### config.mk
export PLATFORM = sky130hd
export DESIGN_NAME = prtb_ctrl
export DESIGN_NICKNAME = d
export VERILOG_FILES = /design/src/hdl/prtb_pkg.sv /design/src/hdl/prtb_counter.sv /design/src/hdl/prtb_chan.sv /design/src/hdl/prtb_ctrl.sv
export SDC_FILE = /design/constraint.sdc
export NUM_CORES = 1
export LEC_CHECK = 0
export ABC_CLOCK_PERIOD_IN_PS = 4200
export BUFFER_PORTS_ARGS = -buffer_cell sky130_fd_sc_hd__buf_2
export CORE_UTILIZATION = 61
export CTS_BUF_LIST = sky130_fd_sc_hd__clkbuf_4 sky130_fd_sc_hd__clkbuf_8
export DETAILED_ROUTE_END_ITERATION = 10
export MAX_ROUTING_LAYER = met4
export PLACE_DENSITY_LB_ADDON = 0.3
export SKIP_LAST_GASP = 1
export SLEW_MARGIN = 25
export SYNTH_ARGS = -nofsm -noshare
export SYNTH_HDL_FRONTEND = slang
export SYNTH_HIERARCHICAL = 1
export SYNTH_SLANG_ARGS = --single-unit
### constraint.sdc
create_clock -name clock -period 4.2 [get_ports clock]
set_input_delay 0.84 -clock clock [delete_from_list [all_inputs] [get_ports clock]]
set_output_delay 0.84 -clock clock [all_outputs]
set_load 0.1 [all_outputs]
### src/hdl/prtb_pkg.sv
// ************************************************************
// Shared constants and types for the modulator control block
// ************************************************************
package prtb_pkg;

    // ********************************************************
    // Sizes
    // ********************************************************
    localparam int CNT_W  = 10;     // Counter and compare width
    localparam int NCH    = 4;      // Number of modulator channels
    localparam int ADDR_W = 12;     // APB address width

    // ********************************************************
    // Register indices; the byte address is four times these
    // ********************************************************
    localparam logic [7:0] IDX_CNT_LO = 8'hD1;  // Reload shadow, low
    localparam logic [7:0] IDX_CNT_HI = 8'hD2;  // Reload shadow, high
    localparam logic [7:0] IDX_CMP0   = 8'hD3;  // Compare shadow 0
    localparam logic [7:0] IDX_CMP4   = 8'hD7;  // Compare high bits
    localparam logic [7:0] IDX_MAIN   = 8'hDA;  // Main control
    localparam logic [7:0] IDX_BRAKE  = 8'hDB;  // Brake control
    localparam logic [7:0] IDX_STATUS = 8'hDC;  // Live status

    // ********************************************************
    // Reset values and field positions
    // ********************************************************
    localparam logic [7:0]       MAIN_RST     = 8'h00;
    localparam logic [7:0]       BRAKE_RST    = 8'h00;
    localparam logic [7:0]       SHADOW_RST   = 8'h00;
    localparam logic [7:0]       MAIN_WMASK   = 8'hF6; // Bits 3, 0 unused
    localparam logic [NCH-1:0]   RAW_RST      = 4'hF;  // Channels start high
    localparam logic [CNT_W-1:0] CMP_ALL_ONES = 10'h3FF;
    localparam logic [CNT_W-1:0] CMP_ZERO     = 10'h000;
    localparam int               CMP_HI_W     = 2;     // Bits per channel
    localparam int               STAT_BRAKE   = 4;     // Status bit
    localparam int               HI_BITS_W    = 2;     // Reload high bits

    // Main control layout, bit 7 down to bit 0
    typedef struct packed {
        logic run;
        logic shadow_transfer_request;
        logic inv3;
        logic inv2;
        logic rsv3;
        logic inv1;
        logic inv0;
        logic rsv0;
    } prtb_main_t;

    // Brake control layout, bit 7 down to bit 0
    typedef struct packed {
        logic            stop_sel;
        logic            polarity;
        logic            pin_sel;
        logic            enable;
        logic [NCH-1:0]  level;
    } prtb_brake_t;

    // Byte address of a register index
    function automatic logic [ADDR_W-1:0] reg_addr(input logic [7:0] idx);
        return {2'b00, idx, 2'b00};
    endfunction : reg_addr

endpackage : prtb_pkg

### src/hdl/prtb_counter.sv
`timescale 1ns/100ps
// ************************************************************
// Reload down counter with shadow transfer at underflow
// ************************************************************
module prtb_counter #(
    parameter int CNT_W = prtb_pkg::CNT_W
) (
    input  wire logic             clock,
    input  wire logic             nrst,
    input  wire logic             run,        // Count enable
    input  wire logic             shadow_transfer_request,       // Transfer pending
    input  wire logic [CNT_W-1:0] reload_sh,  // Reload shadow value
    output logic      [CNT_W-1:0] count,      // Live count
    output logic                  underflow,  // Pulse at count zero while running; high every running cycle if reload is 0
    output logic                  load        // Shadow copy pulse
);

    logic [CNT_W-1:0] count_r;   // Down counter
    logic [CNT_W-1:0] reload_r;  // Working reload value

    if (CNT_W != prtb_pkg::CNT_W)
        $error("prtb_counter: only the documented width is supported");

    // Underflow only while running, so a stopped counter never loads
    assign underflow = run & (count_r == '0);
    assign load      = underflow & shadow_transfer_request;
    assign count     = count_r;

    // Count down, reloading at underflow; halts while run is low
    always_ff @(posedge clock or negedge nrst)
    begin
        if (!nrst)
        begin
            count_r  <= '0;
            reload_r <= '0;
        end
        else if (underflow)
        begin
            // A fresh reload value takes effect in the same period
            count_r  <= load ? reload_sh : reload_r;
            reload_r <= load ? reload_sh : reload_r;
        end
        else if (run)
        begin
            count_r <= count_r - 1'b1;
        end
    end

endmodule : prtb_counter

### src/hdl/prtb_chan.sv
`timescale 1ns/100ps
// ************************************************************
// One modulator channel: working compare and raw level
// ************************************************************
module prtb_chan #(
    parameter int CNT_W = prtb_pkg::CNT_W
) (
    input  wire logic             clock,
    input  wire logic             nrst,
    input  wire logic             run,        // Counter running
    input  wire logic             underflow,  // Period start pulse
    input  wire logic             load,       // Shadow copy pulse
    input  wire logic [CNT_W-1:0] count,      // Live count
    input  wire logic [CNT_W-1:0] cmp_sh,     // Compare shadow
    output logic                  raw         // Non-inverted level
);

    logic [CNT_W-1:0] cmp_r;    // Working compare
    logic [CNT_W-1:0] cmp_eff;  // Compare that applies this period
    logic             raw_r;    // Level register, held when stopped

    if (CNT_W != prtb_pkg::CNT_W)
        $error("prtb_chan: only the documented width is supported");

    assign cmp_eff = load ? cmp_sh : cmp_r;
    assign raw     = raw_r;

    // High at underflow, low at the match; zero never matches so it
    // stays high, and all ones is forced low for the whole period
    always_ff @(posedge clock or negedge nrst)
    begin
        if (!nrst)
        begin
            cmp_r <= '0;
            raw_r <= 1'b1;
        end
        else
        begin
            if (load)
                cmp_r <= cmp_sh;
            if (underflow)
                raw_r <= (cmp_eff != prtb_pkg::CMP_ALL_ONES);
            else if (run && count == cmp_r &&
                     cmp_r != prtb_pkg::CMP_ZERO)
                raw_r <= 1'b0;
        end
    end

endmodule : prtb_chan

### src/hdl/prtb_ctrl.sv
// Implementation choice: the APB interface to the registers.
`timescale 1ns/100ps
// Summary of operation
// Software presets compares to constant codes
// Then sets run with transfer, polls transfer
// Run cleared only after transfer completed
// Stopping holds each output's last level
// Brake-when-stopped only for time-critical stops
// Main control bit layout: run, transfer, inverts
// Invert bit swaps high and low phases
// Brake forces outputs to brake level bits
// Brake only when enabled; trigger selects
// Enabled, no selects: brake always on
// Stopped-select: brake while run is zero
// Pin-select: brake when pin matches polarity
// Pin-caused brake clears the run bit
// Software never sets both trigger selects
// Software polls run to see pin brake
// Brake release restores pre-brake output levels
// Software recipe for clean brake-to-run return
// Shadows copied only at underflow while running
// Hardware clears transfer when copy happens
// Underflow drives high until compare match
// Unused main control bits read zero
module prtb_ctrl #(
    parameter int CNT_W = prtb_pkg::CNT_W,
    parameter int NCH   = prtb_pkg::NCH
) (
    input  wire logic                        clock,
    input  wire logic                        nrst,
    input  wire logic                        psel,
    input  wire logic                        penable,
    input  wire logic                        pwrite,
    input  wire logic [prtb_pkg::ADDR_W-1:0] paddr,
    input  wire logic [31:0]                 pwdata,
    output logic      [31:0]                 prdata,
    output logic                             pready,
    output logic                             pslverr,
    input  wire logic                        brake_input_pin,
    output logic      [NCH-1:0]              pwm_out,
    output logic                             brake_active
);

    // ********************************************************
    // Elaboration checks
    // ********************************************************
    if (CNT_W != prtb_pkg::CNT_W || NCH != prtb_pkg::NCH)
        $error("prtb_ctrl: register layout fixes width and channels");

    // ********************************************************
    // Declarations
    // ********************************************************
    prtb_pkg::prtb_main_t  main_r;     // Main control register
    prtb_pkg::prtb_main_t  main_nxt;   // Its next value
    prtb_pkg::prtb_brake_t brk_r;      // Brake control register
    logic [7:0]            sh_r [7];   // Reload and compare shadows
    logic [31:0]           prdata_r;   // Read data, loaded in setup
    logic                  pslverr_r;  // Error, loaded in setup
    logic [NCH-1:0]        pwm_out_r;  // Output level register
    logic                  brake_r;    // Brake state for status

    logic [7:0]            idx;        // Register index from address
    logic                  aligned;    // Address in the register page
    logic                  hit_sh;     // Shadow range hit
    logic [2:0]            sh_sel;     // Shadow slot
    logic                  hit_main;
    logic                  hit_brk;
    logic                  hit_stat;
    logic                  hit_any;    // Mapped address
    logic                  wr_en;      // Write takes effect this edge
    logic                  rd_setup;   // Setup phase of any access
    logic [7:0]            rd_mux;     // Selected register byte

    logic                  pin_match;  // Pin at the selected polarity
    logic                  pin_brake;  // Brake caused by the pin
    logic                  brake_trig; // Selected trigger condition
    logic                  brake_w;    // Brake asserted
    logic [NCH-1:0]        inv_w;      // Per-channel invert bits
    logic [NCH-1:0]        raw_w;      // Channel levels before invert
    logic [CNT_W-1:0]      count_w;
    logic                  underflow_w;
    logic                  shadow_transfer_request_load;  // Shadow copy this cycle

    // ********************************************************
    // APB decode; zero wait states
    // ********************************************************
    assign idx      = paddr[9:2];
    assign aligned  = (paddr[1:0] == 2'b00) && (paddr[11:10] == 2'b00);
    assign hit_sh   = aligned && idx >= prtb_pkg::IDX_CNT_LO &&
                      idx <= prtb_pkg::IDX_CMP4;
    assign sh_sel   = 3'(idx - prtb_pkg::IDX_CNT_LO);
    assign hit_main = paddr == prtb_pkg::reg_addr(prtb_pkg::IDX_MAIN);
    assign hit_brk  = paddr == prtb_pkg::reg_addr(prtb_pkg::IDX_BRAKE);
    assign hit_stat = paddr == prtb_pkg::reg_addr(prtb_pkg::IDX_STATUS);
    assign hit_any  = hit_sh | hit_main | hit_brk | hit_stat;
    // Status is read-only, so a write to it counts as an error
    assign wr_en    = psel & penable & pwrite & hit_any & ~hit_stat;
    assign rd_setup = psel & ~penable;

    // Read selection; reserved bits fold to zero through the mask
    assign rd_mux = hit_sh   ? sh_r[sh_sel] :
                    hit_main ? main_r & prtb_pkg::MAIN_WMASK :
                    hit_brk  ? brk_r :
                    hit_stat ? {3'b000, brake_r, pwm_out_r} :
                               8'h00;

    assign pready  = 1'b1;
    assign prdata  = prdata_r;
    assign pslverr = pslverr_r;

    // Read data and error are caught in setup so they are flops
    always_ff @(posedge clock or negedge nrst)
    begin
        if (!nrst)
        begin
            prdata_r  <= 32'h0000_0000;
            pslverr_r <= 1'b0;
        end
        else if (rd_setup)
        begin
            prdata_r  <= {24'h00_0000, rd_mux};
            pslverr_r <= ~hit_any | (pwrite & hit_stat);
        end
    end

    // ********************************************************
    // Shadow and brake control registers
    // ********************************************************
    // Shadows only hold data; the counter and channels copy them at underflow
    always_ff @(posedge clock or negedge nrst)
    begin
        if (!nrst)
        begin
            for (int i = 0; i < 7; i++)
                sh_r[i] <= prtb_pkg::SHADOW_RST;
            brk_r <= prtb_pkg::BRAKE_RST;
        end
        else
        begin
            if (wr_en && hit_sh)
                sh_r[sh_sel] <= pwdata[7:0];
            if (wr_en && hit_brk)
                brk_r <= pwdata[7:0];
        end
    end

    // ********************************************************
    // Main control register
    // ********************************************************
    // A software write beats the hardware transfer clear, so a
    // fresh request made in the copy cycle is not lost. The pin
    // brake beats everything: run cannot be set while it holds.
    always_comb
    begin
        main_nxt = main_r;
        if (shadow_transfer_request_load)
            main_nxt.shadow_transfer_request = 1'b0;
        if (wr_en && hit_main)
            main_nxt = pwdata[7:0] & prtb_pkg::MAIN_WMASK;
        if (pin_brake)
            main_nxt.run = 1'b0;
    end

    always_ff @(posedge clock or negedge nrst)
    begin
        if (!nrst)
            main_r <= prtb_pkg::MAIN_RST;
        else
            main_r <= main_nxt;
    end

    assign inv_w = {main_r.inv3, main_r.inv2, main_r.inv1, main_r.inv0};

    // ********************************************************
    // Brake trigger selection
    // ********************************************************
    // If both selects are set (not allowed) the pin trigger wins
    assign pin_match  = (brake_input_pin == brk_r.polarity);
    assign pin_brake  = brk_r.enable & brk_r.pin_sel & pin_match;
    assign brake_trig = brk_r.pin_sel  ? pin_match :
                        brk_r.stop_sel ? ~main_r.run :
                                         1'b1;
    assign brake_w    = brk_r.enable & brake_trig;

    // ********************************************************
    // Counter and channels
    // ********************************************************
    prtb_counter #(
        .CNT_W     (CNT_W)
    ) u_counter (
        .clock     (clock),
        .nrst      (nrst),
        .run       (main_r.run),
        .shadow_transfer_request      (main_r.shadow_transfer_request),
        .reload_sh ({sh_r[1][prtb_pkg::HI_BITS_W-1:0], sh_r[0]}),
        .count     (count_w),
        .underflow (underflow_w),
        .load      (shadow_transfer_request_load)
    );

    for (genvar n = 0; n < NCH; n++)
    begin : g_chan
        prtb_chan #(
            .CNT_W     (CNT_W)
        ) u_chan (
            .clock     (clock),
            .nrst      (nrst),
            .run       (main_r.run),
            .underflow (underflow_w),
            .load      (shadow_transfer_request_load),
            .count     (count_w),
            .cmp_sh    ({sh_r[6][prtb_pkg::CMP_HI_W*n +: 2], sh_r[2+n]}),
            .raw       (raw_w[n])
        );
    end

    // ********************************************************
    // Output stage
    // ********************************************************
    // Raw levels freeze while stopped, so leaving brake falls back
    // to exactly the level shown before brake came on
    always_ff @(posedge clock or negedge nrst)
    begin
        if (!nrst)
        begin
            pwm_out_r <= prtb_pkg::RAW_RST;
            brake_r   <= 1'b0;
        end
        else
        begin
            pwm_out_r <= brake_w ? brk_r.level
                                 : raw_w ^ inv_w;
            brake_r   <= brake_w;
        end
    end

    assign pwm_out      = pwm_out_r;
    assign brake_active = brake_r;
endmodule : prtb_ctrl

Word-level counts from Yosys, hierarchy flattened
Index checks and enable logic that the tools add are counted.
Storage, ports and cells
  register bits after elaboration: 148
  input port bits: 50
  output and inout port bits: 39
  word-level logic and storage cells: 131
Operators by class
  $add $sub $neg: 2
  order comparisons: 4
  equality and inequality tests: 12
  multiplexer cells: 31
  bitwise gates (word level): 21
  reduce and logical (&&, ||, !) cells: 29
Operators by type and width (number)
  $mux W10: 7
  $bwmux W56: 1
  $mux W8: 7
  $eq A10 B10 Y1: 4
  $ne A10 B10 Y1 const B: 4
  $reduce_bool A10 Y1: 4
  $eq A12 B10 Y1 const B: 3
  $bmux W8 S3: 1
  $demux W8 S3: 1
  $logic_and A1 B1 Y1: 15
  $reduce_bool A2 Y1: 7
  $mux W1: 12
  $and A1 B1 Y1: 11
  $logic_not A10 Y1: 1
  $sub A10 B1 Y10 const B: 1
  $ge A8 B8 Y1 const B: 1
  $le A8 B8 Y1 const B: 1
  $mux W5: 1
  $ge A4 B4 Y1 const B: 1
  $logic_not A2 Y1: 2
  $lt A4 B1 Y1 const B: 1
  $mux W4: 1
  $not A1 Y1: 4
  $not A3 Y4: 1
  4 further kinds: 7

Longest topological paths before layout
Gate-level depths: netlist of the first run.
  word-level depth: 12
  depth in mapped cells: 9
  depth with buffers taken out: 8

By module
Netlist of the first run, hierarchy kept.
By module, submodules not included
  prtb_ctrl: instances 1, cells an instance 345, area an instance 4381.7 µm², sequential area each 2107.0 µm²
  prtb_chan: instances 4, cells an instance 50, area an instance 613.1 µm², sequential area each 276.5 µm²
  prtb_counter: instances 1, cells an instance 98, area an instance 1129.8 µm², sequential area each 500.5 µm²

Worst setup path after synthesis of the first run
Ideal clock, no wire load.
  kind: reg-to-reg
  from: register main_r[7] in the netlist's numbering
  to: register g_chan[0].u_chan.raw_r
  setup time: 95 ps
  arrival time: 2855 ps
  data required time: 4105 ps
  path slack: 1250 ps
  cell stages (with the launch flop): 9
  buffers on the path: 2
  clock period less this slack: 2950 ps
  cell sequence: dfrtp_1 buf_2 nor4b_1 nand4_1 nor2_1 buf_2 nand3_1 a2111oi_1 mux2i_1
Between the ends
  cells in the longest elaborated chain, start to end: 5
  elaborated cells between the ends (all ways): 8
  classes of those cells: eq/ne: 1; mux: 2; bitwise: 2; reduce/logical: 3
Ends and longest elaborated chain
  start, declared: line prtb_ctrl.sv:53  | prtb_pkg::prtb_main_t main_r;
  start signal, assigned: line prtb_ctrl.sv:167  | main_r <= prtb_pkg::MAIN_RST;
  start signal, assigned: line prtb_ctrl.sv:169  | main_r <= main_nxt;
  $and A1 B1 Y1: line prtb_counter.sv:25  | assign underflow = run & (count_r == '0);
  $and A1 B1 Y1: line prtb_counter.sv:26  | assign load = underflow & shadow_transfer_request;
  net shadow_transfer_request_load: line prtb_ctrl.sv:82  | logic shadow_transfer_request_load;
  $mux W10
  $ne A10 B10 Y1: line prtb_chan.sv:42  | raw_r <= (cmp_eff != prtb_pkg::CMP_ALL_ONES);
  $mux W1: line prtb_chan.sv:41  | if (underflow)
  end signal, assigned: line prtb_chan.sv:42
  end, declared: line prtb_chan.sv:20  | logic raw_r;
The timed path passes the listed nets, and every way through them passes these cells.
A chain may end at the register's enable or synchronous reset.

Final worst setup path of the first run
  from: register u_counter.count_r[8] (netlist: u_counter/count[8])
  to: register g_chan[2].u_chan.raw_r
Between the ends
  cells in the longest elaborated chain, start to end: 6
  elaborated cells between the ends (all ways): 10
  classes of those cells: eq/ne: 2; mux: 2; bitwise: 2; reduce/logical: 4
Ends and longest elaborated chain
  start, declared: line prtb_counter.sv:18  | logic [CNT_W-1:0] count_r;
  start signal, assigned: line prtb_counter.sv:40  | count_r <= load ? reload_sh : reload_r;
  start signal, assigned: line prtb_counter.sv:45  | count_r <= count_r - 1'b1;
  $logic_not A10 Y1: line prtb_counter.sv:25
  $and A1 B1 Y1: line prtb_counter.sv:25
  $and A1 B1 Y1: line prtb_counter.sv:26
  net shadow_transfer_request_load: line prtb_ctrl.sv:82
  $mux W10
  net g_chan[2].u_chan.cmp_eff[3]: line prtb_chan.sv:19  | logic [CNT_W-1:0] cmp_eff;
  $ne A10 B10 Y1: line prtb_chan.sv:42
  $mux W1: line prtb_chan.sv:41
  end signal, assigned: line prtb_chan.sv:42
  end, declared: line prtb_chan.sv:20
The timed path passes the listed nets, and every way through them passes these cells.

==> flow_results.xml, run 1 <==
<?xml version="1.0" encoding="UTF-8"?>
<metrics>
  <group name="synthesis">
    <metric name="synth_area_per_cell" unit="sq um">12.4</metric>
    <metric name="synth.ff_latch_count" unit="">148</metric>
    <metric name="netlist-cell-type-count" unit="">69</metric>
    <metric name="synthesis.yosys.warnings" unit="">6</metric>
    <metric name="synth_enable_flop_cells" unit="">0</metric>
    <metric name="synth-seq-area-share" unit="%">46.6</metric>
    <metric name="ys.flop_type" unit="">sky130_fd_sc_hd__dfrtp_1</metric>
    <metric name="asyncSetResetFlopFracSynth" unit="%">100</metric>
    <metric name="synth_cells" unit="">643</metric>
    <metric name="syn-cell-area" unit="sq um">7960</metric>
  </group>
  <group name="worst_hold_path">
    <metric name="hp_class" unit="">input pin to asynchronous set/reset pin</metric>
  </group>
  <group name="critical_path">
    <metric name="worst_ep_required_time" unit="ns">4.54</metric>
    <metric name="crit_buf_inv" unit="">1</metric>
    <metric name="worst_r2r_endpoint" unit="">g_chan[2].u_chan/raw</metric>
    <metric name="cp_slowest_stage_delay" unit="ns">0.64</metric>
    <metric name="critical_path_arrival" unit="ns">3.26</metric>
    <metric name="worst-r2r-cell-count" unit="">8</metric>
    <metric name="sequence_of_cells_on_the_critical_path" unit="">nor4b_1, nand4_1, nor2_4, buf_4, mux2_1, nand2_1, a2111oi_1, mux2i_1</metric>
    <metric name="worstSetupEndpointType" unit="">flip-flop</metric>
    <metric name="crit_path_top_delay_cell" unit="">sky130_fd_sc_hd__dfrtp_1</metric>
    <metric name="r2r-start" unit="">u_counter/count[8]</metric>
    <metric name="worst_path_dominant_cell_family" unit="">simple AND/OR/NAND/NOR gates</metric>
    <metric name="worstSetupStartpointType" unit="">flip-flop</metric>
    <metric name="timing.critical_path.fanout_max" unit="">25</metric>
    <metric name="r2r_setup_slack" unit="ns">1.28</metric>
    <metric name="timing.setup.critical_path_class" unit="">flip-flop to flip-flop</metric>
  </group>
  <group name="sta">
    <metric name="final_cycle_utilization_of_the_critical_path" unit="%">69.5</metric>
    <metric name="timing_max_transition_violations_final" unit="">0</metric>
    <metric name="slew_headroom" unit="%">40.5</metric>
    <metric name="grt_setup_unrepaired" unit="">no</metric>
    <metric name="final-setup-viol-count" unit="">0</metric>
    <metric name="setup_tns" unit="ns">0</metric>
    <metric name="hold_violations" unit="">0</metric>
    <metric name="period_needed" unit="ns">2.92</metric>
    <metric name="finClkSkew" unit="ns">0.00831</metric>
    <metric name="achievable_frequency" unit="MHz">343</metric>
    <metric name="tightest_slew" unit="ns">0.889</metric>
  </group>
  <group name="grt">
    <metric name="gr-usage-all-layers" unit="%">32.3</metric>
    <metric name="number_of_antenna_violations_at_the_first_check_in_global_routing" unit="">0</metric>
    <metric name="globalRouteOverflowTotal" unit="">0</metric>
    <metric name="first_global_vias" unit="">5345</metric>
    <metric name="grt_first_pass_wirelength" unit="microns">30400</metric>
    <metric name="grt_start_max_net_pins" unit="">110</metric>
  </group>
  <group name="finish">
    <metric name="utilization" unit="%">68.8</metric>
    <metric name="multi_input_area" unit="sq um">4010</metric>
    <metric name="register_area" unit="sq um">3710</metric>
    <metric name="area_growth_syn_to_layout" unit="%">9.44</metric>
    <metric name="drive_gt1_share" unit="%">29.5</metric>
    <metric name="post_layout_nets" unit="">746</metric>
    <metric name="final.fill_count" unit="">961</metric>
    <metric name="antenna_cells_inserted" unit="">0</metric>
  </group>
  <group name="floorplan">
    <metric name="io_pins" unit="">89</metric>
    <metric name="die_extent_in_y" unit="microns">116</metric>
    <metric name="floorplan.die_area" unit="sq um">13500</metric>
    <metric name="num_rows" unit="">41</metric>
    <metric name="initial_core_util" unit="%">62.9</metric>
    <metric name="chipWidth" unit="microns">116</metric>
    <metric name="coreArea" unit="sq um">12700</metric>
  </group>
  <group name="power">
    <metric name="power_frac_comb" unit="%">9.6</metric>
    <metric name="power-per-cell-area" unit="nW/um^2">340</metric>
    <metric name="power_leakage" unit="nW">4.15</metric>
    <metric name="ir_worst_vdd" unit="V">0.000277</metric>
    <metric name="switchingPower" unit="W">0.000781</metric>
    <metric name="design_power_total" unit="W">0.00296</metric>
    <metric name="sequentialPowerShare" unit="%">48.8</metric>
    <metric name="internal_power" unit="W">0.00218</metric>
    <metric name="power_switching_share" unit="%">26.4</metric>
    <metric name="clkPwrFrac" unit="%">41.6</metric>
  </group>
  <group name="clock_network">
    <metric name="clock_insertion_delay_worst_skew" unit="ns">0.45</metric>
    <metric name="cts.path.max_buffers" unit="">2</metric>
    <metric name="cts-root-buf" unit="">sky130_fd_sc_hd__clkbuf_8</metric>
    <metric name="holdBufCountCts" unit="">0</metric>
    <metric name="post_cts.resized_instances" unit="">0</metric>
    <metric name="number_of_buffers_created_by_cts" unit="">17</metric>
    <metric name="cts_sinks" unit="">148</metric>
    <metric name="clock_tree.htree_level_count" unit="">4</metric>
    <metric name="clkTransAtPathRegs" unit="ns">0.08</metric>
    <metric name="cts_tree" unit="">yes</metric>
    <metric name="postCtsSetupRepairBufs" unit="">0</metric>
  </group>
  <group name="run">
    <metric name="maxCapViolations" unit="">0</metric>
  </group>
  <group name="status">
    <metric name="run_status" unit="">complete, no violations</metric>
  </group>
  <group name="detailed_routing">
    <metric name="post_drt_wl_per_cell" unit="microns">22.4</metric>
    <metric name="ant_nets" unit="">0</metric>
    <metric name="vias" unit="">5440</metric>
    <metric name="detail_route.iter0.violations" unit="">394</metric>
    <metric name="route.detailed.vias_per_inst" unit="">6.23</metric>
    <metric name="drt-pass1-iter-count" unit="">5</metric>
    <metric name="postRouteWirelength" unit="microns">19500</metric>
    <metric name="drc_errors" unit="">0</metric>
  </group>
  <group name="placement">
    <metric name="place_congestion" unit="">0.911</metric>
    <metric name="dpl.hpwl" unit="microns">14000</metric>
    <metric name="io_buffer_count" unit="">39</metric>
  </group>
</metrics>
-- sequential cells by signal, indices dropped and copies added, names as in the netlist, 2 cells and up --
register and count:
u_counter/reload_r 10, main_r 2, g_chan.u_chan/raw 4, inv_w 4, pwm_out 4, u_counter/count 10
g_chan.u_chan/cmp_r 40, brk_r 8, sh_r 56, prdata 8
-- Yosys cell counts (all sizes together) (9+ instances only) --
master  number  area share, %
nand3       16            1.5
o21ai       21            1.3
nor2        18            1.1
mux2       118             17
dfrtp      140             44
a21oi       12           0.75
inv         13           0.61
mux2i       28            3.5
nand2       23            1.1
xnor2       45            4.9
nand4       18            2.4
or4          9            1.1
buf         37            3.3
-- stage by stage --
| stage | setup WS (ns) | instances | cell area (sq um) | hold slack [ns] |
|---|---|---|---|---|
| global placement | 1.05 | 842 | 8260 | 0.475 |
| finish | 1.28 | 873 | 8720 | 0.501 |
| global route | 1.16 | 873 | 8720 | 0.520 |
| CTS | 1.34 | 873 | 8710 | 0.501 |
| detailed placement | 1.00 | 842 | 8260 | 0.488 |
| floorplan | 1.25 | 666 | 8050 | 0.464 |
-- cells by family (layout without fill, tap and decap cells) --
| logic type | after synthesis | count (layout) | synth area share [%] |
|---|---|---|---|
| adders and majority gates | 7 | 7 | 1.10 |
| buffers and inverters | 57 | 92 | 4.26 |
| xor gates and xnor gates | 46 | 46 | 5.15 |
| muxes | 151 | 151 | 21.6 |
| and+or+nand+nor | 137 | 137 | 12.8 |
| DFF | 148 | 148 | 46.6 |
| AOI/OAI and AO/OA | 95 | 95 | 8.39 |
| other | 2 | 25 | 0.0943 |
-- how the worst max path moves through the flow --
stage	slack (ns)	to	depth (start not counted)	startpoint
after floorplan	1.25	g_chan[0].u_chan/raw	8	main_r[7]
after global placement	1.05	sh_r[55]	8	paddr[2]
after detailed placement	1.00	sh_r[48]	8	paddr[2]
after CTS	1.34	g_chan[2].u_chan/raw	8	u_counter/count[8]
after global routing	1.16	g_chan[2].u_chan/raw	8	u_counter/count[8]
final	1.28	g_chan[2].u_chan/raw	8	u_counter/count[8]
-- routing by layer --
layer	global-route usage, %	share of wire (%)
met4	14.7	3.1
met5	-	0
met1	43.7	45
met2	47.2	47
met3	6.18	4.7
-- placed cells by master, fill, tap and decap left out, types with 5 or more instances in the layout --
cell type                  netlist  routed
sky130_fd_sc_hd__dfrtp_1       140     140
sky130_fd_sc_hd__mux2_2         82      82
sky130_fd_sc_hd__xnor2_1        45      45
sky130_fd_sc_hd__buf_2           9      38
sky130_fd_sc_hd__mux2_1         36      36
sky130_fd_sc_hd__mux2i_1        28      28
sky130_fd_sc_hd__conb_1          2      25
sky130_fd_sc_hd__nand2_1        23      23
sky130_fd_sc_hd__o21ai_0        21      21
sky130_fd_sc_hd__clkbuf_8        0      21
sky130_fd_sc_hd__nor2_1         16      15
sky130_fd_sc_hd__nand3_1        13      13
sky130_fd_sc_hd__nand4_1        13      13
sky130_fd_sc_hd__inv_1          12      12
sky130_fd_sc_hd__a21oi_1        12      12
sky130_fd_sc_hd__and3b_1         8       8
sky130_fd_sc_hd__a31oi_1         8       8
sky130_fd_sc_hd__dfstp_2         8       8
sky130_fd_sc_hd__buf_4          26       8
sky130_fd_sc_hd__ha_1            7       7
sky130_fd_sc_hd__and3_1          6       6
sky130_fd_sc_hd__a22oi_1         6       6
sky130_fd_sc_hd__nor3_1          6       6
sky130_fd_sc_hd__a21o_1          6       6
sky130_fd_sc_hd__nand4_4         5       5
sky130_fd_sc_hd__mux4_2          5       5
sky130_fd_sc_hd__nor2b_1         5       5
sky130_fd_sc_hd__or4_4           5       5
-- cell type report --
cell class                      instances  area share (%)
Timing Repair Buffer                   48            3.26
Inverter                               13           0.560
Clock inverter                         11            2.00
Clock buffer                           20            3.16
Tap cell                              172            2.47
Sequential cell                       148            42.6
Multi-Input combinational cell        461            46.0
-- power by group through the flow --
stage               clock network [W]  logic (W)  registers, W
floorplan                           0   0.000210       0.00148
global placement                    0   0.000277       0.00147
detailed placement                  0   0.000281       0.00147
CTS                           0.00126   0.000282       0.00145
global route                  0.00131   0.000303       0.00145
finish                        0.00123   0.000283       0.00145
No activity file was read; power rests on OpenSTA's default activity.
==> inputs of run 2 (changes only) <==
- ABC_AREA: default -> 1
- ABC_CLOCK_PERIOD_IN_PS: 4200 -> 2500
- CORE_UTILIZATION: 61 -> 56
- clock period: 4.2 -> 2.5 ns (I/O delays scaled with it)
==> flow_results.xml, run 2 <==
<?xml version="1.0" encoding="UTF-8"?>
<metrics>
  <group name="status">
    <metric name="run_status" unit="">complete, but fails checks</metric>
    <metric name="failed_checks" unit="">hold timing</metric>
  </group>
  <group name="synthesis">
    <metric name="post_synth_fa_ha_maj_area_fraction" unit="%">0.944</metric>
    <metric name="post-synth-top-area-fraction" unit="%">37.8</metric>
    <metric name="simple_gate_share_of_the_synthesized_area" unit="%">32.9</metric>
    <metric name="synth.ff_latch_count" unit="">148</metric>
    <metric name="compound_gate_fraction_of_synth_area" unit="%">11.2</metric>
    <metric name="synth_commonest_cells" unit="">394 x sky130_fd_sc_hd__nand2_1, 209 x sky130_fd_sc_hd__inv_1, 140 x sky130_fd_sc_hd__dfrtp_1, 130 x sky130_fd_sc_hd__nor2_1, 97 x sky130_fd_sc_hd__nand3_1</metric>
    <metric name="synth_enable_flop_cells" unit="">0</metric>
    <metric name="combinational_family_with_the_most_area_after_synthesis" unit="">simple AND/OR/NAND/NOR gates</metric>
    <metric name="synthesis.yosys.warnings" unit="">6</metric>
    <metric name="synth_xor_area_share" unit="%">0.661</metric>
    <metric name="synth_largest_area_cell" unit="">sky130_fd_sc_hd__dfrtp_1</metric>
    <metric name="synth_cells" unit="">1306</metric>
    <metric name="post-synth-top-count-cell" unit="">sky130_fd_sc_hd__nand2_1</metric>
    <metric name="syn-cell-area" unit="sq um">9280</metric>
    <metric name="asyncSetResetFlopFracSynth" unit="%">100</metric>
    <metric name="netlist_top_cells_area" unit="">sky130_fd_sc_hd__dfrtp_1 38%, sky130_fd_sc_hd__nand2_1 16%, sky130_fd_sc_hd__inv_1 8.5%, sky130_fd_sc_hd__nor2_1 5.3%, sky130_fd_sc_hd__nand3_1 5.2%</metric>
    <metric name="ys.flop_type" unit="">sky130_fd_sc_hd__dfrtp_1</metric>
    <metric name="synth-seq-area-share" unit="%">40.0</metric>
    <metric name="synthMuxAreaShare" unit="%">0</metric>
    <metric name="netlist-cell-type-count" unit="">40</metric>
    <metric name="synth_area_per_cell" unit="sq um">7.10</metric>
  </group>
  <group name="critical_path">
    <metric name="crit_path_top_delay_cell" unit="">sky130_fd_sc_hd__dfrtp_1</metric>
    <metric name="cp_slowest_stage_delay" unit="ns">0.39</metric>
    <metric name="critical_path_arrival" unit="ns">2.65</metric>
    <metric name="worstSetupStartpointType" unit="">flip-flop</metric>
    <metric name="sequence_of_cells_on_the_critical_path" unit="">inv_1, ha_1, nand2_2, inv_2, nand2_1, nor2_2, nand3_2, inv_2, buf_12, nand2_1, o21ai_2, nand2_1, nor2_1, nand3_1, nand2_1, nand2_1</metric>
    <metric name="worstSetupEndpointType" unit="">flip-flop</metric>
    <metric name="timing.critical_path.fanout_max" unit="">45</metric>
    <metric name="r2r_setup_slack" unit="ns">0.25</metric>
    <metric name="timing.setup.critical_path_class" unit="">flip-flop to flip-flop</metric>
    <metric name="critical_path.most_common_cell" unit="">sky130_fd_sc_hd__nand2_1</metric>
    <metric name="worst_ep_required_time" unit="ns">2.90</metric>
  </group>
  <group name="clock_network">
    <metric name="cts_sinks" unit="">148</metric>
    <metric name="clkTransAtPathRegs" unit="ns">0.09</metric>
    <metric name="clock_insertion_delay_worst_skew" unit="ns">0.47</metric>
    <metric name="post_cts.resized_instances" unit="">0</metric>
    <metric name="cts_tree" unit="">yes</metric>
    <metric name="postCtsSetupRepairBufs" unit="">0</metric>
    <metric name="clock_tree.htree_level_count" unit="">4</metric>
    <metric name="number_of_buffers_created_by_cts" unit="">17</metric>
    <metric name="cts-root-buf" unit="">sky130_fd_sc_hd__clkbuf_8</metric>
    <metric name="holdBufCountCts" unit="">0</metric>
    <metric name="cts.path.max_buffers" unit="">2</metric>
  </group>
  <group name="power">
    <metric name="power_switching_share" unit="%">38.3</metric>
    <metric name="sequentialPowerShare" unit="%">38.9</metric>
    <metric name="ir_worst_vdd" unit="V">0.000707</metric>
    <metric name="switchingPower" unit="W">0.00266</metric>
    <metric name="clkPwrFrac" unit="%">28.7</metric>
    <metric name="internal_power" unit="W">0.00429</metric>
    <metric name="power_frac_comb" unit="%">32.4</metric>
    <metric name="design_power_total" unit="W">0.00695</metric>
    <metric name="power-per-cell-area" unit="nW/um^2">690</metric>
    <metric name="power_leakage" unit="nW">5.41</metric>
  </group>
  <group name="grt">
    <metric name="number_of_antenna_violations_at_the_first_check_in_global_routing" unit="">0</metric>
    <metric name="grt_start_max_net_pins" unit="">64</metric>
    <metric name="first_global_vias" unit="">7434</metric>
    <metric name="grt_first_pass_wirelength" unit="microns">38000</metric>
    <metric name="globalRouteOverflowTotal" unit="">0</metric>
    <metric name="gr-usage-all-layers" unit="%">30.5</metric>
  </group>
  <group name="finish">
    <metric name="utilization" unit="%">63.0</metric>
    <metric name="registers_with_the_most_flip_flops" unit="">sh_r (56), g_chan.u_chan/cmp_r (40)</metric>
    <metric name="largest-register" unit="">sh_r</metric>
    <metric name="final_cells" unit="">1584</metric>
    <metric name="antenna_cells_inserted" unit="">0</metric>
    <metric name="drive_gt1_share" unit="%">15.6</metric>
    <metric name="mostFrequentLayoutCells" unit="">394 x sky130_fd_sc_hd__nand2_1, 208 x sky130_fd_sc_hd__inv_1, 140 x sky130_fd_sc_hd__dfrtp_1</metric>
    <metric name="area_growth_syn_to_layout" unit="%">8.63</metric>
    <metric name="largest_register_ff_count" unit="">56</metric>
    <metric name="final_common_cell" unit="">sky130_fd_sc_hd__nand2_1</metric>
    <metric name="stdcell_area" unit="sq um">10100</metric>
    <metric name="post_layout_nets" unit="">1412</metric>
  </group>
  <group name="sta">
    <metric name="tightest_slew" unit="ns">0.629</metric>
    <metric name="slew_headroom" unit="%">58.0</metric>
    <metric name="period_needed" unit="ns">2.25</metric>
    <metric name="final-setup-viol-count" unit="">0</metric>
    <metric name="achievable_frequency" unit="MHz">445</metric>
    <metric name="finClkSkew" unit="ns">0.0166</metric>
    <metric name="holdWs" unit="ns">-0.00390</metric>
    <metric name="grt_setup_unrepaired" unit="">no</metric>
    <metric name="setup_tns" unit="ns">0</metric>
    <metric name="final_cycle_utilization_of_the_critical_path" unit="%">89.9</metric>
    <metric name="hold_violations" unit="">1</metric>
    <metric name="timing_max_transition_violations_final" unit="">0</metric>
  </group>
  <group name="placement">
    <metric name="dpl.hpwl" unit="microns">16800</metric>
    <metric name="place_area" unit="sq um">9650</metric>
    <metric name="io_buffer_count" unit="">39</metric>
    <metric name="total_placed_cells_including_tap_cells" unit="">1552</metric>
    <metric name="place_congestion" unit="">0.934</metric>
  </group>
  <group name="floorplan">
    <metric name="initial_core_util" unit="%">58.0</metric>
    <metric name="num_rows" unit="">46</metric>
    <metric name="floorplan.die_area" unit="sq um">17100</metric>
    <metric name="chipWidth" unit="microns">131</metric>
    <metric name="die_extent_in_y" unit="microns">131</metric>
    <metric name="coreArea" unit="sq um">16000</metric>
    <metric name="io_pins" unit="">89</metric>
  </group>
  <group name="detailed_routing">
    <metric name="postRouteWirelength" unit="microns">23000</metric>
    <metric name="wl_met2" unit="microns">10200</metric>
    <metric name="drc_errors" unit="">0</metric>
    <metric name="vias" unit="">8156</metric>
    <metric name="route.detailed.vias_per_inst" unit="">5.15</metric>
    <metric name="ant_nets" unit="">0</metric>
    <metric name="wl_met3" unit="microns">1410</metric>
    <metric name="drt-pass1-iter-count" unit="">5</metric>
    <metric name="post_drt_wl_per_cell" unit="microns">14.5</metric>
    <metric name="routed.top_layer" unit="">met4</metric>
    <metric name="detail_route.iter0.violations" unit="">701</metric>
    <metric name="met1Wirelength" unit="microns">10800</metric>
  </group>
  <group name="run">
    <metric name="maxCapViolations" unit="">0</metric>
  </group>
  <group name="worst_hold_path">
    <metric name="hp_class" unit="">input pin to asynchronous set/reset pin</metric>
  </group>
</metrics>
[run 2: changes by cell type after synthesis, sizes merged, moves of 12 or more]
| cell | change |
|---|---|
| nand2 | +390 |
| inv | +208 |
| nor2 | +127 |
| mux2 | -118 |
| nand3 | +100 |
| o21ai | +65 |
| o21bai | +40 |
| xnor2 | -39 |
| mux2i | -28 |
| a21oi | +24 |
| buf | +24 |
| nand4 | -12 |
[run 2: metrics by stage]
step | worst slack [ns] | hold WS (ns)
after floorplan | 0.309 | 0.204
after global placement | 0.159 | 0.449
after detailed placement | 0.123 | 0.453
after CTS | 0.258 | 0.00781
after global routing | 0.0510 | 0.0262
final | 0.253 | -0.00390
[run 2: final cells by class]
cell class	count	area [sq um]
multi-input cells	892	4340
inverters	222	833
well taps	216	270
clock buffers	20	269
fillers	1456	5920
clock inverters	12	155
repair buffers	74	502
flip-flops and latches	148	3710
[run 2: path summary, 6_finish.rpt]
path	start	end	depth (start not counted)
setup / recovery	u_counter/count[0]	g_chan[3].u_chan/raw	16
hold / removal	nrst	sh_r[17]	1
setup reg to reg	u_counter/count[0]	g_chan[3].u_chan/raw	16
hold reg to reg	u_counter/reload_r[4]	u_counter/reload_r[4]	2
max in group asynchronous	nrst	sh_r[1]	2
min in group clock	pwrite	pslverr	3
[run 2: kinds of logic (layout without fill, tap and decap cells)]
family,Yosys count,after routing
compound gates,164,164
xor+xnor,7,7
fa+ha+maj,7,7
buf+inv,289,328
flops,148,148
other cells,2,25
simple gates,689,689
[run 2: worst max-delay path: cells and delay by family (launching register included)]
family | cells | cell delay [ns]
AOI/OAI and AO/OA | 1 | 0.09
adders and majority gates | 1 | 0.20
buffers and inverters | 4 | 0.61
DFF | 1 | 0.39
and+or+nand+nor | 10 | 0.90
[run 2: power by group through the flow]
stage,clock [W],combinational (W),sequential [W]
detailed placement,0,0.00224,0.00275
floorplan,0,0.00125,0.00311
CTS,0.00202,0.00225,0.00270
global route,0.00213,0.00250,0.00272
finish,0.00200,0.00225,0.00270
global placement,0,0.00220,0.00275
[run 2: metal layers]
metal  up-vias  track usage [%]
li1       4067                -
met1      3764             42.3
met2       281             45.2
met3        44             4.89
met4         0             11.3
met5         -                -
==> inputs of run 3 (changes only) <==
- CORE_UTILIZATION: 56 -> 55
- SYNTH_HIERARCHICAL: 1 -> default
==> flow_results.xml, run 3 <==
<?xml version="1.0" encoding="UTF-8"?>
<metrics>
  <group name="critical_path">
    <metric name="timing.critical_path.fanout_max" unit="">37</metric>
    <metric name="worst_ep_required_time" unit="ns">2.90</metric>
    <metric name="critical_path_arrival" unit="ns">2.67</metric>
    <metric name="worst-r2r-cell-count" unit="">14</metric>
    <metric name="r2r_setup_slack" unit="ns">0.23</metric>
    <metric name="timing.setup.critical_path_class" unit="">flip-flop to flip-flop</metric>
    <metric name="worstSetupStartpointType" unit="">flip-flop</metric>
    <metric name="worst_r2r_endpoint" unit="">g_chan[2].u_chan.raw</metric>
    <metric name="r2r-start" unit="">u_counter.count[0]</metric>
    <metric name="worstSetupEndpointType" unit="">flip-flop</metric>
  </group>
  <group name="synthesis">
    <metric name="synth_enable_flop_cells" unit="">0</metric>
    <metric name="netlist-cell-type-count" unit="">47</metric>
    <metric name="post-synth-top-area-fraction" unit="%">41.4</metric>
    <metric name="netlist_top_cells_area" unit="">sky130_fd_sc_hd__dfrtp_1 41%, sky130_fd_sc_hd__nand2_1 17%, sky130_fd_sc_hd__nand4_1 7.7%, sky130_fd_sc_hd__inv_1 4.3%, sky130_fd_sc_hd__nor2_1 3.2%</metric>
    <metric name="synth_commonest_cells" unit="">392 x sky130_fd_sc_hd__nand2_1, 140 x sky130_fd_sc_hd__dfrtp_1, 104 x sky130_fd_sc_hd__nand4_1, 96 x sky130_fd_sc_hd__inv_1, 71 x sky130_fd_sc_hd__nor2_1</metric>
    <metric name="post-synth-top-count-cell" unit="">sky130_fd_sc_hd__nand2_1</metric>
    <metric name="synthesis.yosys.warnings" unit="">0</metric>
    <metric name="ys.flop_type" unit="">sky130_fd_sc_hd__dfrtp_1</metric>
    <metric name="syn-cell-area" unit="sq um">8450</metric>
    <metric name="synth_cells" unit="">1138</metric>
    <metric name="synth-seq-area-share" unit="%">43.9</metric>
    <metric name="synth_largest_area_cell" unit="">sky130_fd_sc_hd__dfrtp_1</metric>
    <metric name="asyncSetResetFlopFracSynth" unit="%">100</metric>
    <metric name="synth_area_per_cell" unit="sq um">7.43</metric>
    <metric name="synth.ff_latch_count" unit="">148</metric>
  </group>
  <group name="grt">
    <metric name="grt_first_pass_wirelength" unit="microns">38500</metric>
    <metric name="grt_start_max_net_pins" unit="">61</metric>
    <metric name="globalRouteOverflowTotal" unit="">0</metric>
    <metric name="number_of_antenna_violations_at_the_first_check_in_global_routing" unit="">0</metric>
    <metric name="first_global_vias" unit="">7244</metric>
    <metric name="gr-usage-all-layers" unit="%">32.7</metric>
  </group>
  <group name="detailed_routing">
    <metric name="drc_errors" unit="">0</metric>
    <metric name="vias" unit="">7875</metric>
    <metric name="detail_route.iter0.violations" unit="">853</metric>
    <metric name="post_drt_wl_per_cell" unit="microns">17.6</metric>
    <metric name="postRouteWirelength" unit="microns">24300</metric>
    <metric name="ant_nets" unit="">0</metric>
    <metric name="route.detailed.vias_per_inst" unit="">5.69</metric>
    <metric name="drt-pass1-iter-count" unit="">6</metric>
  </group>
  <group name="finish">
    <metric name="mostFrequentLayoutCells" unit="">392 x sky130_fd_sc_hd__nand2_1, 140 x sky130_fd_sc_hd__dfrtp_1, 104 x sky130_fd_sc_hd__nand4_1</metric>
    <metric name="utilization" unit="%">62.6</metric>
    <metric name="registers_with_the_most_flip_flops" unit="">sh_r (56), g_chan.u_chan.cmp_r (40)</metric>
    <metric name="drive_gt1_share" unit="%">13.3</metric>
    <metric name="stdcell_area" unit="sq um">9240</metric>
    <metric name="largest_register_ff_count" unit="">56</metric>
    <metric name="area_growth_syn_to_layout" unit="%">9.25</metric>
    <metric name="final_common_cell" unit="">sky130_fd_sc_hd__nand2_1</metric>
    <metric name="post_layout_nets" unit="">1243</metric>
    <metric name="antenna_cells_inserted" unit="">0</metric>
    <metric name="largest-register" unit="">sh_r</metric>
  </group>
  <group name="worst_hold_path">
    <metric name="worst_hold_startpoint" unit="">pwrite</metric>
    <metric name="whs_path_depth" unit="">3</metric>
    <metric name="whs_endpoint" unit="">pslverr</metric>
    <metric name="hp_class" unit="">input pin to flip-flop</metric>
  </group>
  <group name="floorplan">
    <metric name="chipWidth" unit="microns">126</metric>
    <metric name="initial_core_util" unit="%">57.3</metric>
    <metric name="io_pins" unit="">89</metric>
    <metric name="floorplan.die_area" unit="sq um">15900</metric>
    <metric name="coreArea" unit="sq um">14800</metric>
    <metric name="die_extent_in_y" unit="microns">126</metric>
    <metric name="num_rows" unit="">44</metric>
  </group>
  <group name="sta">
    <metric name="grt_setup_unrepaired" unit="">no</metric>
    <metric name="finClkSkew" unit="ns">0.0129</metric>
    <metric name="final_worst_setup_slack" unit="ns">0.233</metric>
    <metric name="final_cycle_utilization_of_the_critical_path" unit="%">90.7</metric>
    <metric name="final-setup-viol-count" unit="">0</metric>
    <metric name="setup_tns" unit="ns">0</metric>
    <metric name="hold_violations" unit="">0</metric>
    <metric name="timing_max_transition_violations_final" unit="">0</metric>
    <metric name="achievable_frequency" unit="MHz">441</metric>
    <metric name="tightest_slew" unit="ns">1.10</metric>
    <metric name="slew_headroom" unit="%">26.4</metric>
    <metric name="period_needed" unit="ns">2.27</metric>
  </group>
  <group name="clock_network">
    <metric name="number_of_buffers_created_by_cts" unit="">17</metric>
    <metric name="cts.path.max_buffers" unit="">2</metric>
    <metric name="clkTransAtPathRegs" unit="ns">0.09</metric>
    <metric name="cts-root-buf" unit="">sky130_fd_sc_hd__clkbuf_8</metric>
    <metric name="clock_insertion_delay_worst_skew" unit="ns">0.47</metric>
    <metric name="postCtsSetupRepairBufs" unit="">0</metric>
    <metric name="clock_tree.htree_level_count" unit="">4</metric>
    <metric name="cts_tree" unit="">yes</metric>
    <metric name="cts_sinks" unit="">148</metric>
  </group>
  <group name="power">
    <metric name="design_power_total" unit="W">0.00614</metric>
    <metric name="power-per-cell-area" unit="nW/um^2">665</metric>
    <metric name="power_leakage" unit="nW">4.86</metric>
    <metric name="ir_worst_vdd" unit="V">0.000609</metric>
  </group>
  <group name="status">
    <metric name="run_status" unit="">complete, no violations</metric>
  </group>
  <group name="run">
    <metric name="maxCapViolations" unit="">0</metric>
  </group>
  <group name="placement">
    <metric name="place_area" unit="sq um">8820</metric>
    <metric name="dpl.hpwl" unit="microns">17600</metric>
    <metric name="io_buffer_count" unit="">39</metric>
    <metric name="place_congestion" unit="">0.967</metric>
    <metric name="post-place-ws" unit="ns">-0.501</metric>
  </group>
</metrics>
## run 3: worst max-delay path, cell delays in order (launching register included)
cell and delay [ns]:
sky130_fd_sc_hd__dfrtp_1 0.38, sky130_fd_sc_hd__inv_1 0.08, sky130_fd_sc_hd__ha_1 0.14, sky130_fd_sc_hd__inv_1 0.06
sky130_fd_sc_hd__nor2_1 0.09, sky130_fd_sc_hd__nand2_1 0.07, sky130_fd_sc_hd__nor2_2 0.12, sky130_fd_sc_hd__buf_4 0.35
sky130_fd_sc_hd__nand2_2 0.10, sky130_fd_sc_hd__inv_2 0.31, sky130_fd_sc_hd__nand3_1 0.13, sky130_fd_sc_hd__nor2_1 0.12
sky130_fd_sc_hd__nand3_1 0.12, sky130_fd_sc_hd__nand2_1 0.08, sky130_fd_sc_hd__inv_1 0.04
## run 3: logic make-up after synthesis
kind of cell,count (synthesis),share of synthesized area [%]
compound gates,117,7.53
simple gates,651,34.1
mux,2,0.252
other cells,2,0.0888
fa+ha+maj,7,1.04
xor+xnor,17,1.76
flops,148,43.9
buf+inv,194,11.3
## run 3: routing by layer
layer | routed length [microns] | track usage [%] | vias up
li1 | - | - | 3756
met1 | 11100 | 46.4 | 3674
met2 | 10500 | 47.4 | 388
met3 | 2120 | 6.37 | 57
met4 | 643 | 9.99 | 0
met5 | 0 | - | -
## run 3: what timing repair did
| item | 4_1_cts | 5_1_grt |
|---|---|---|
| hold buffers | 1 | 0 |
| resized for setup | 0 | 0 |
| endpoints found under the setup margin | 0 | 56 |
| endpoints found under the hold margin | 7 | 0 |
## run 3: final cells by class
cell class,count,area (sq um)
Clock buffer,17,234
Fill cell,1358,5520
Timing Repair Buffer,90,599
Inverter,109,409
Multi-Input combinational cell,820,3880
Clock inverter,15,170
Sequential cell,148,3710
Tap cell,184,230
## run 3: how the worst max path moves through the flow
stage | startpoint | endpoint | depth (start not counted) | slack, ns
detailed placement | paddr[2] | sh_r[22] | 13 | -0.50
global route | u_counter.count[0] | g_chan[2].u_chan.raw | 14 | 0.03
finish | u_counter.count[0] | g_chan[2].u_chan.raw | 14 | 0.23
floorplan | paddr[2] | sh_r[40] | 12 | 0.13
CTS | paddr[2] | sh_r[22] | 13 | 0.001
global placement | paddr[2] | sh_r[40] | 13 | -0.41
## run 3: through the flow
stage / hold WS, ns / std cells
floorplan: 0.204 / 1161
finish: 0.375 / 1383
global placement: 0.454 / 1349
detailed placement: 0.459 / 1349
global route: 0.400 / 1383
CTS: 0.370 / 1382
## run 3: where the power goes
part | internal (W) | total, W | switching [W]
Clock | 0.000915 | 0.00195 | 0.00104
Sequential | 0.00248 | 0.00258 | 0.0000973
Combinational | 0.000476 | 0.00161 | 0.00114
